[config.mk]
export PLATFORM = sky130hd
export DESIGN_NAME = spi_master_legacy_mode
export DESIGN_NICKNAME = d
export VERILOG_FILES = /design/src/pkg/spi_legacy_pkg.sv /design/src/hdl/spi_master_legacy_mode.sv
export SDC_FILE = /design/constraint.sdc
export NUM_CORES = 1
export LEC_CHECK = 0
export BUFFER_PORTS_ARGS = -buffer_cell sky130_fd_sc_hd__buf_4
export CORE_ASPECT_RATIO = 0.6
export CORE_MARGIN = 2
export CORE_UTILIZATION = 59
export CTS_BUF_LIST = sky130_fd_sc_hd__clkbuf_4 sky130_fd_sc_hd__clkbuf_8
export CTS_CLUSTER_SIZE = 14
export DETAILED_ROUTE_END_ITERATION = 8
export PLACE_DENSITY = 0.82
export RECOVER_POWER = 25
export SKIP_CTS_REPAIR_TIMING = 1
export SLEW_MARGIN = 30
export SYNTH_ARGS = -nofsm -noshare
export SYNTH_HDL_FRONTEND = slang
export SYNTH_SLANG_ARGS = --single-unit
[constraint.sdc]
create_clock -name mclk_i -period 4.15 [get_ports mclk_i]
set_input_delay 0.2075 -clock mclk_i [delete_from_list [all_inputs] [get_ports mclk_i]]
set_output_delay 0.2075 -clock mclk_i [all_outputs]
set_load 0.03 [all_outputs]
[src/pkg/spi_legacy_pkg.sv]
// Constants and types for the plain SPI master block.
// Assumes a single 100 MHz clock domain and synchronous active-low reset.
package spi_legacy_pkg;
    localparam int          WORD_BITS      = 8;
    localparam int          CLK_DIV_W      = 8;
    localparam int          DLY_W          = 8;
    localparam logic [7:0]  CLK_DIV_RST    = 8'h02;
    localparam logic [7:0]  WORD_RST       = 8'h00;
    localparam logic [3:0]  BIT_LAST       = 4'h7;
    localparam logic [3:0]  BIT_RST        = 4'h0;

    typedef enum logic [1:0] {
        ST_IDLE  = 2'b00,
        ST_SHIFT = 2'b01,
        ST_DELAY = 2'b10
    } spi_state_t;
endpackage : spi_legacy_pkg

[src/hdl/spi_master_legacy_mode.sv]
// Plain SPI master: transmit holding word, two-entry receive buffer, one shifter.
// Assumes all inputs synchronous to mclk_i; one slave on the bus.
//
// Overview of operation
// - Serial clock comes from internal baud divider; shifting follows it.
// - Block drives slave select and serial clock, owning every transfer.
// - One transmit holding word, a two-entry receive buffer, one shifter.
// - When idle and memory mode is off, a transmit write loads the shifter one clock later and starts the transfer.
// - MISO samples into the shifter as MOSI shifts out; full duplex.
// - Writes mid-transfer wait; at end receive moves, pending word starts.
// - Transmit-empty sets on move to shifter, clears on new write.
// - Transmit-empty flag is the transmit DMA request.
// - Idle flag marks end of transfers, after the programmed delay.
// - Receive-full sets on move into receive buffer, clears when it is read empty.
// - Inter-transfer delay idles between words; ignored in memory mode.
`timescale 1ns/1ps
`default_nettype none
module spi_master_legacy_mode
    import spi_legacy_pkg::*;
#(
    parameter int W = WORD_BITS
) (
    input  wire logic             mclk_i,
    input  wire logic             reset_n_i,
    input  wire logic             enable_i,
    input  wire logic             memory_mode_select_i,
    input  wire logic [7:0]       clk_div_i,
    input  wire logic [7:0]       inter_transfer_delay_i,
    input  wire logic             tx_valid_i,
    input  wire logic [W-1:0]     tx_data_i,
    output logic                  tx_ready_o,
    output logic                  rx_valid_o,
    output logic [W-1:0]          rx_data_o,
    input  wire logic             rx_ready_i,
    output logic                  tx_holding_empty_o,
    output logic                  transmitter_idle_o,
    output logic                  rx_holding_full_o,
    output logic                  slave_select_out_n_o,
    output logic                  serial_clock_out_o,
    output logic                  mosi_o,
    input  wire logic             miso_i
);
    // ------------------------------------------------------------
    // State
    // ------------------------------------------------------------
    spi_state_t     state_q;
    logic [W-1:0]   tx_hold_q;
    logic [W-1:0]   shift_q;
    logic [W-1:0]   rx_buf_q [2];
    logic           rx_wp_q;
    logic           rx_rp_q;
    logic [1:0]     rx_cnt_q;
    logic [7:0]     div_q;
    logic [3:0]     bit_q;
    logic [7:0]     dly_q;
    logic           sck_q;
    logic           tx_holding_empty_q;

    logic tx_wr;
    logic baud_tick;
    logic word_done;
    logic load_shift;
    logic rx_push;
    logic rx_pop;
    logic [7:0] dly_eff;

    assign tx_wr      = tx_valid_i && tx_ready_o;
    assign baud_tick  = (state_q == ST_SHIFT) && (div_q == 8'h00);
    assign word_done  = baud_tick && sck_q && (bit_q == BIT_LAST);
    assign dly_eff    = memory_mode_select_i ? 8'h00
                                             : inter_transfer_delay_i;
    // Load when idle with a word, or right at word end when no delay applies
    assign load_shift = !tx_holding_empty_q && enable_i && !memory_mode_select_i &&
                        ((state_q == ST_IDLE) ||
                         (word_done && dly_eff == 8'h00));
    assign rx_push    = word_done;
    assign rx_pop     = rx_valid_o && rx_ready_i;

    // Transmit holding register accepts only while empty
    always_ff @(posedge mclk_i)
    begin
        if (!reset_n_i)
            tx_hold_q <= WORD_RST;
        else if (tx_wr)
            tx_hold_q <= tx_data_i;
    end

    // Holding-empty flag; the move sets it, a write clears it
    always_ff @(posedge mclk_i)
    begin
        if (!reset_n_i)
            tx_holding_empty_q <= 1'b1;
        else if (load_shift)
            tx_holding_empty_q <= 1'b1;
        else if (tx_wr)
            tx_holding_empty_q <= 1'b0;
    end

    // ------------------------------------------------------------
    // Transfer sequencer
    // ------------------------------------------------------------
    always_ff @(posedge mclk_i)
    begin
        if (!reset_n_i)
        begin
            state_q <= ST_IDLE;
            dly_q   <= 8'h00;
        end
        else
        begin
            case (state_q)
                ST_IDLE:
                    if (load_shift)
                        state_q <= ST_SHIFT;
                ST_SHIFT:
                    if (word_done)
                    begin
                        if (dly_eff != 8'h00)
                        begin
                            state_q <= ST_DELAY;
                            dly_q   <= dly_eff;
                        end
                        else if (!load_shift)
                            state_q <= ST_IDLE;
                    end
                ST_DELAY:
                    if (dly_q == 8'h01)
                        state_q <= ST_IDLE;
                    else
                        dly_q <= dly_q - 8'h01;
                default:
                    state_q <= ST_IDLE;
            endcase
        end
    end

    // Baud divider and serial clock, mode 0 (idle low, sample on rise)
    always_ff @(posedge mclk_i)
    begin
        if (!reset_n_i || state_q != ST_SHIFT)
        begin
            div_q <= CLK_DIV_RST;
            sck_q <= 1'b0;
            bit_q <= BIT_RST;
        end
        else if (baud_tick)
        begin
            div_q <= (clk_div_i == 8'h00) ? 8'h00 : clk_div_i - 8'h01;
            sck_q <= !sck_q;
            if (sck_q)
                bit_q <= (bit_q == BIT_LAST) ? BIT_RST : bit_q + 4'h1;
        end
        else
            div_q <= div_q - 8'h01;
    end

    // Shared shifter: captures MISO and advances on the rising clock edge;
    // the MOSI pin picks up the new top bit on the following falling edge
    always_ff @(posedge mclk_i)
    begin
        if (!reset_n_i)
            shift_q <= WORD_RST;
        else if (load_shift)
            shift_q <= tx_hold_q;
        else if (baud_tick && !sck_q)
            shift_q <= {shift_q[W-2:0], miso_i};
    end

    // ------------------------------------------------------------
    // Two-entry receive buffer
    // ------------------------------------------------------------
    always_ff @(posedge mclk_i)
    begin
        if (!reset_n_i)
        begin
            rx_wp_q  <= 1'b0;
            rx_rp_q  <= 1'b0;
            rx_cnt_q <= 2'd0;
        end
        else
        begin
            // Full buffer drops nothing in use: oldest word kept, newest lost
            if (rx_push && rx_cnt_q != 2'd2)
            begin
                rx_buf_q[rx_wp_q] <= shift_q;
                rx_wp_q           <= !rx_wp_q;
            end
            if (rx_pop)
                rx_rp_q <= !rx_rp_q;
            rx_cnt_q <= rx_cnt_q + {1'b0, rx_push && rx_cnt_q != 2'd2}
                                 - {1'b0, rx_pop};
        end
    end

    // ------------------------------------------------------------
    // Registered outputs
    // ------------------------------------------------------------
    always_ff @(posedge mclk_i)
    begin
        if (!reset_n_i)
        begin
            tx_ready_o           <= 1'b0;
            tx_holding_empty_o   <= 1'b0;
            transmitter_idle_o   <= 1'b0;
            rx_holding_full_o    <= 1'b0;
            rx_valid_o           <= 1'b0;
            rx_data_o            <= WORD_RST;
            slave_select_out_n_o <= 1'b1;
            serial_clock_out_o   <= 1'b0;
            mosi_o               <= 1'b0;
        end
        else
        begin
            tx_ready_o           <= enable_i && tx_holding_empty_q && !load_shift && !tx_wr;
            tx_holding_empty_o   <= enable_i && tx_holding_empty_q;
            transmitter_idle_o   <= enable_i && tx_holding_empty_q &&
                                    state_q == ST_IDLE && !load_shift;
            rx_holding_full_o    <= (rx_cnt_q != 2'd0);
            rx_valid_o           <= (rx_cnt_q != 2'd0) && !rx_pop;
            rx_data_o            <= rx_buf_q[rx_pop ? !rx_rp_q : rx_rp_q];
            slave_select_out_n_o <= !(state_q == ST_SHIFT || load_shift);
            // Clock pin takes the divider flop's next value, so the pin edge
            // falls on the same mclk edge as the sample or the data change
            serial_clock_out_o   <= (state_q == ST_SHIFT) &&
                                    (baud_tick ? !sck_q : sck_q);
            // Data moves only on a falling clock or at a load (mode 0)
            if (load_shift)
                mosi_o <= tx_hold_q[W-1];
            else if (baud_tick && sck_q)
                mosi_o <= shift_q[W-1];
        end
    end

    // ------------------------------------------------------------
    // Checks
    // ------------------------------------------------------------
    a_tx_holding_empty_on_load: assert property (@(posedge mclk_i) disable iff (!reset_n_i)
        load_shift |=> tx_holding_empty_q) else $error("empty flag not set on load");
    a_tx_holding_empty_on_write: assert property (@(posedge mclk_i) disable iff (!reset_n_i)
        tx_wr && !load_shift |=> !tx_holding_empty_q) else $error("write left flag set");
    a_ss_low_shift: assert property (@(posedge mclk_i) disable iff (!reset_n_i)
        state_q == ST_SHIFT |=> !slave_select_out_n_o)
        else $error("select high mid word");
    a_idle_start: assert property (@(posedge mclk_i) disable iff (!reset_n_i)
        state_q == ST_IDLE && load_shift |=> state_q == ST_SHIFT)
        else $error("idle load did not start");
    a_dly_hold: assert property (@(posedge mclk_i) disable iff (!reset_n_i)
        state_q == ST_DELAY |-> !transmitter_idle_o)
        else $error("idle flag during delay");
    a_rx_full_push: assert property (@(posedge mclk_i) disable iff (!reset_n_i)
        rx_push |=> ##1 rx_holding_full_o) else $error("rx full not set");
    a_sck_idle: assert property (@(posedge mclk_i) disable iff (!reset_n_i)
        state_q == ST_IDLE && $past(state_q) == ST_IDLE |=> !serial_clock_out_o)
        else $error("clock toggles while idle");
    a_dma_req: assert property (@(posedge mclk_i) disable iff (!reset_n_i)
        tx_wr |=> ##1 !tx_holding_empty_o || $past(load_shift))
        else $error("request stays after write");
    a_mosi_hold: assert property (@(posedge mclk_i) disable iff (!reset_n_i)
        serial_clock_out_o |-> $stable(mosi_o))
        else $error("data moved while clock high");
endmodule : spi_master_legacy_mode
`default_nettype wire

Word level (Yosys, flattened, before mapping)
Memories as Yosys holds them, arrays and structs flattened. A register that Yosys moved wholly into a read port is not among the register bits. Index checks and enable logic that the tools add are counted.

Divide/modulo/power cells: 0. Equal/unequal tests: 12. Multipliers: 0. Shifts and indexed selects: 0. Add/sub/neg operators: 6. Multiplexer cells: 23. $lt $le $gt $ge: 0. Reduce and logical (&&, ||, !) cells: 45. Bitwise logic cells: 1.

Operators by type and width (count): 8-bit two-way mux (8); 8-bit logical NOT (3); 8-bit by 1-bit subtractor with 8-bit output (second input constant) (3); 1-bit logical AND (18); 8-bit one-hot mux with 2 select lines (1); 2-bit inequality test (second input constant) (6); 1-bit logical NOT (11); 2-bit two-way mux (5); 8-bit by 1-bit equality test with 1-bit output (second input constant) (1); 4-bit AND reduction (2); 2-bit nonzero test (4); 8-bit nonzero test (1); 1-bit two-way mux (7); 2-bit one-hot mux with 3 select lines (1); 4-bit by 1-bit adder with 4-bit output (second input constant) (1); 4-bit by 3-bit equality test with 1-bit output (second input constant) (1); 4-bit two-way mux (1); 1-bit logical OR (3); 3-bit inequality test (second input constant) (1); 2-bit by 1-bit adder with 2-bit output (1); 2-bit by 1-bit equality test with 1-bit output (second input constant) (1); 2-bit equality test (second input constant) (1); 2-bit logical NOT (1); 2-bit by 1-bit inequality test with 1-bit output (second input constant) (1); 4 further kinds (4).

Latch bits: 0. Bits in writable memories: 16. Bits in registers: 52. Memories kept: 1. Input port bits: 31. ROM bits: 0.

Memories: rx_buf_q (words 2, bits a word 8, read ports 1, clocked after Yosys merged registers in 1, write ports 1, RTL line spi_master_legacy_mode.sv:49) `logic [W-1:0] rx_buf_q [2];`.

Depth between registers and ports, before layout
Word-level depth: 11. Depth in mapped cells: 16. Gate-level depth less buffers: 14.

Worst setup path before layout
Ideal clock, no wire load.

Path type: register to register. Start point: register div_q[0]. End point: memory rx_buf_q[0][0] in the netlist's numbering (enable). Path slack: 1.056 ns. Arrival time: 2.711 ns. Cell stages (with the launch flop): 12. Setup time: 0.383 ns. Cell sequence: dfxtp_1 > inv_1 > ha_1 > nor4bb_1 > and3_1 > buf_2 > ha_1 > buf_4 > nand4b_4 > a21oi_1 > inv_1 > nor3_1.

Cells in the longest elaborated chain, start to end: 8.

RTL lines: start, declared (RTL line spi_master_legacy_mode.sv:53) `logic [7:0] div_q;`; start signal, assigned (RTL line spi_master_legacy_mode.sv:148) `div_q <= (clk_div_i == 8'h00) ? 8'h00 : clk_div_i - 8'h01;`; start signal, assigned (RTL line spi_master_legacy_mode.sv:154) `div_q <= div_q - 8'h01;`; 8-bit logical NOT (RTL line spi_master_legacy_mode.sv:68) `assign baud_tick = (state_q == ST_SHIFT) && (div_q == 8'h00);`; 1-bit logical AND (RTL line spi_master_legacy_mode.sv:68); 1-bit logical AND (2 in a row) (RTL line spi_master_legacy_mode.sv:69) `assign word_done = baud_tick && sck_q && (bit_q == BIT_LAST);`; 1-bit logical AND (RTL line spi_master_legacy_mode.sv:183) `if (rx_push && rx_cnt_q != 2'd2)`; 1-bit two-way mux (RTL line spi_master_legacy_mode.sv:183); 1-bit two-way mux (RTL line spi_master_legacy_mode.sv:174) `if (!reset_n_i)`; 1-bit two-way mux (implied by the code) (RTL line spi_master_legacy_mode.sv:185) `rx_buf_q[rx_wp_q] <= shift_q;`; end, declared (RTL line spi_master_legacy_mode.sv:49).

Every way passes these cells.

Final worst setup path
Start point: register div_q[0]. End point: register rx_cnt_q[1].

Cells in the longest elaborated chain, start to end: 7.

RTL lines: 8-bit logical NOT (RTL line spi_master_legacy_mode.sv:68); 1-bit logical AND (RTL line spi_master_legacy_mode.sv:68); 1-bit logical AND (2 in a row) (RTL line spi_master_legacy_mode.sv:69); 1-bit logical AND (RTL line spi_master_legacy_mode.sv:190) `rx_cnt_q <= rx_cnt_q + {1'b0, rx_push && rx_cnt_q != 2'd2}`; 2-bit by 1-bit adder with 2-bit output (RTL line spi_master_legacy_mode.sv:190); 2-bit by 1-bit subtractor with 2-bit output (RTL line spi_master_legacy_mode.sv:191) `- {1'b0, rx_pop};`; end signal, assigned (RTL line spi_master_legacy_mode.sv:190); end, declared (RTL line spi_master_legacy_mode.sv:52) `logic [1:0] rx_cnt_q;`.

Every way passes these cells. A chain may end at the register's enable or synchronous reset.

==> results by group <==
Outcome
  – Outcome: finished, final reports clean

Setup path
  – Number of cells on the worst reg-to-reg path: 15
  – Slack of the worst reg-to-reg path: 0.64 ns
  – CP max-delay cell: nor4bb_1
  – Worst Setup End Kind: flip-flop
  – WP buf/inv: 4
  – Crit path largest cell delay: 0.55 ns
  – Beginning of the worst register-to-register path: div_q[0]
  – Critical path cell sequence: inv_1 > ha_1 > nor4bb_1 > and3_1 > buf_4 > ha_1 > nand4b_4 > a21oi_1 > inv_1 > ha_1 > inv_1 > ha_1 > xor2_1 > xnor2_1 > nor2_1
  – Worst Setup Path Type: reg -> reg
  – Crit path launch type: flip-flop
  – Crit Path Max Fanout: 15
  – Critical path data required time: 4.36 ns
  – Terminus of the critical flop-to-flop path: rx_cnt_q[1]
  – Top cell by count, worst path: ha_1
  – Crit path max-delay family: simple AND/OR/NAND/NOR gates
  – Critical path data arrival time: 3.72 ns

Drt
  – DR vias: around 2600
  – First-pass iteration count of the detailed router: 5
  – Avg WL per Cell: 14.32 um
  – Iteration-0 DRC count of the detailed router: around 180
  – Number of nets with antenna violations after detailed routing: 0
  – Post-Route WL: around 6800 um
  – DRC errors left: 0
  – Via density per instance: 5.564

Layout
  – Area added between synthesis and finish: 17.59%
  – Number of antenna cells inserted: 0
  – Highest-count cells in the layout ignoring fill and taps: dfxtp_1 (60), buf_4 (46), nor2_1 (30)
  – Final cell count without fillers: roughly 470
  – Share of post-route cells with drive strength above 1: 0.1837
  – Fin area: 3965 um^2
  – Number of nets in the layout: approximately 430
  – Most common library cell in the layout ignoring fill and taps: dfxtp_1
  – Number of fillers in the final layout: 405

Yosys
  – Unique cell type count in the Yosys netlist: 57
  – Mapped cell area: 3372 um^2
  – Post-synth ARST share: 0
  – Average footprint of a synthesized cell: around 9.9 um^2
  – Sequential fraction of the synthesis area: 0.4987
  – Most used flip-flop cell after synthesis: dfxtp_1
  – Yosys reg bits: between 70 and 80
  – Count of flip-flops with a built-in enable after synthesis: 16
  – Mapped Cells: 342
  – Synth warnings: 0
  – Post-synth net total: 383

Clock network
  – Inserted Clock Buffers: 9
  – CTS Buffer Depth: 2
  – Sinks on the clock net: 76
  – Clock latency reported for the late side of the worst-skew pair: 0.36 ns
  – Clock-pin transition on the worst setup and hold timing paths: 0.08 ns
  – CTS H-tree depth: 3
  – Root Buffer: clkbuf_8
  – Clock tree from TritonCTS: built

Global routing
  – Via count of the first global-routing pass: 2424
  – Total routing resource utilization after global routing: 0.2354
  – Maximum number of pins on one net before global-route repair: 38
  – Wire length of the first global-routing pass: ~12000 um
  – Total global routing overflow: 0
  – Antenna violations before repair: 0

STA
  – Largest clock skew in the final design: between 0.01 and 0.015 ns
  – Worst slew margin: 0.2488
  – Crit path setup slack, layout: ~0.64 ns
  – Share of the clock period used by the worst path: 0.8465
  – Maximum achievable frequency: 0.2847 GHz
  – Number of failing setup endpoints in the final timing report: 0
  – Transition at the pin with the smallest max-transition slack: 1.126 ns
  – Final slew viol count: 0
  – Final hold viol count: 0
  – Final total negative setup slack: 0 ns
  – Setup repair after global routing missed its margin: false
  – Time the worst path needs with I/O delays and setup: 3.513 ns

Floorplanning
  – Number of placed I/O pins: between 40 and 50
  – Std-Cell Rows: 21
  – Core region area: 5544 um^2
  – Die Outline Area: approximately 6400 um^2
  – X dimension of the die: 101.6 um
  – Vert. Die Dim: between 60 and 70 um
  – Starting density of the core: 0.6082

Pwr
  – Power per Cell Area: approximately 360 nW/um^2
  – Highest ir drop seen on vdd: approximately 0.26 mV
  – Total Power: 1427 uW
  – Static Leak: 0.001658 uW

Place
  – Weighted congestion reported at the end of routability-driven placement: 0.8823
  – Number of placed instances, taps included: 456
  – DP HPWL: 4830 um
  – Quantity of I/O buffers inserted on ports: 46
  – Post-placement cell area: about 3800 um^2
  – Post-Place Worst Slack: 0.7272 ns

Worst hold path
  – Hold Startpoint: tx_data_i[3]
  – Hold Path Stages: 3
  – Hold Crit Class: in -> reg
  – Worst Hold End: tx_hold_q[3]

Run
  – Max-cap violations: 0
[where the power goes]
part	switching (uW)	total, uW	internal, uW
sequential	6.32	767	761
clock	289	577	288
combinational	45.3	82.5	37.2
[synth_stat cells (all sizes together) (8+ instances only)]
cell type  count  share of area
a211oi         8          0.018
a21oi         26          0.039
and3           8          0.015
clkbuf         8         0.0089
dfxtp         60           0.36
edfxtp        16           0.14
ha            10          0.037
inv           16          0.018
mux2i         19          0.056
nand2         27          0.030
nand3          8          0.012
nor2          30          0.033
nor3          18          0.027
xor2           8          0.021
[metrics by stage]
stage,hold slack [ns],util
final,0.09719,0.7152
after global routing,0.08796,0.7152
after CTS,0.08423,0.7165
after detailed placement,0.4518,0.6791
after global placement,0.4453,0.6791
after floorplan,0.3435,-
[worst max path at each step]
stage / cells past startpoint / start / slack, ns / to
after global placement: 15 / div_q[0] / 0.91 / rx_cnt_q[1]
after global routing: 15 / div_q[0] / 0.28 / rx_cnt_q[1]
after CTS: 15 / div_q[0] / 0.69 / rx_cnt_q[1]
after detailed placement: 15 / div_q[0] / 0.73 / rx_cnt_q[1]
after floorplan: 11 / div_q[0] / 1.06 / rx_buf_q[0][0]
final: 15 / div_q[0] / 0.64 / rx_cnt_q[1]
[worst register-to-register path, stage by stage (launching register included)]
cell	delay, ns
dfxtp_1	0.34
inv_1	0.10
ha_1	0.15
nor4bb_1	0.55
and3_1	0.24
buf_4	0.18
ha_1	0.39
nand4b_4	0.17
a21oi_1	0.27
inv_1	0.11
ha_1	0.30
inv_1	0.06
ha_1	0.15
xor2_1	0.17
xnor2_1	0.14
nor2_1	0.05
[per-layer routing]
metal | vias to the layer above | track usage | part of all wire
li1 | 1329 | - | -
met1 | 1194 | 0.3384 | 0.50
met2 | 97 | 0.3298 | 0.42
met3 | 6 | 0.07942 | 0.074
met4 | 0 | 0.08277 | 0.0075
met5 | - | 0 | 0
[kinds of logic (layout without fill, tap and decap cells)]
family          after synthesis  in the layout  synth area share
buf+inv                      30             80           0.03784
fa+ha+maj                    10             10           0.03711
xor+xnor                     13             13           0.03599
mux                          19             19           0.05640
compound gates               66             66            0.1310
simple gates                128            128            0.2030
flops                        76             76            0.4987
[final cells by class]
type	instances	area, um^2	share of cell area
multi-input cells	236	1563	0.3941
clock buffers	9	123.9	0.03124
clock inverters	7	83.83	0.02114
well taps	80	100.1	0.02524
inverters	16	60.06	0.01515
repair buffers	48	352.8	0.08899
flip-flops and latches	76	1682	0.4241
[flip-flops by register name, summed over array words and instances, names as in the netlist, 2 cells and up]
register / flops
tx_hold_q: 8
div_q: 8
rx_buf_q: 16
shift_q: 8
state_q: 2
bit_q: 4
rx_cnt_q: 2
dly_q: 8
rx_data_o: 8
No activity file was read; power rests on OpenSTA's default activity.
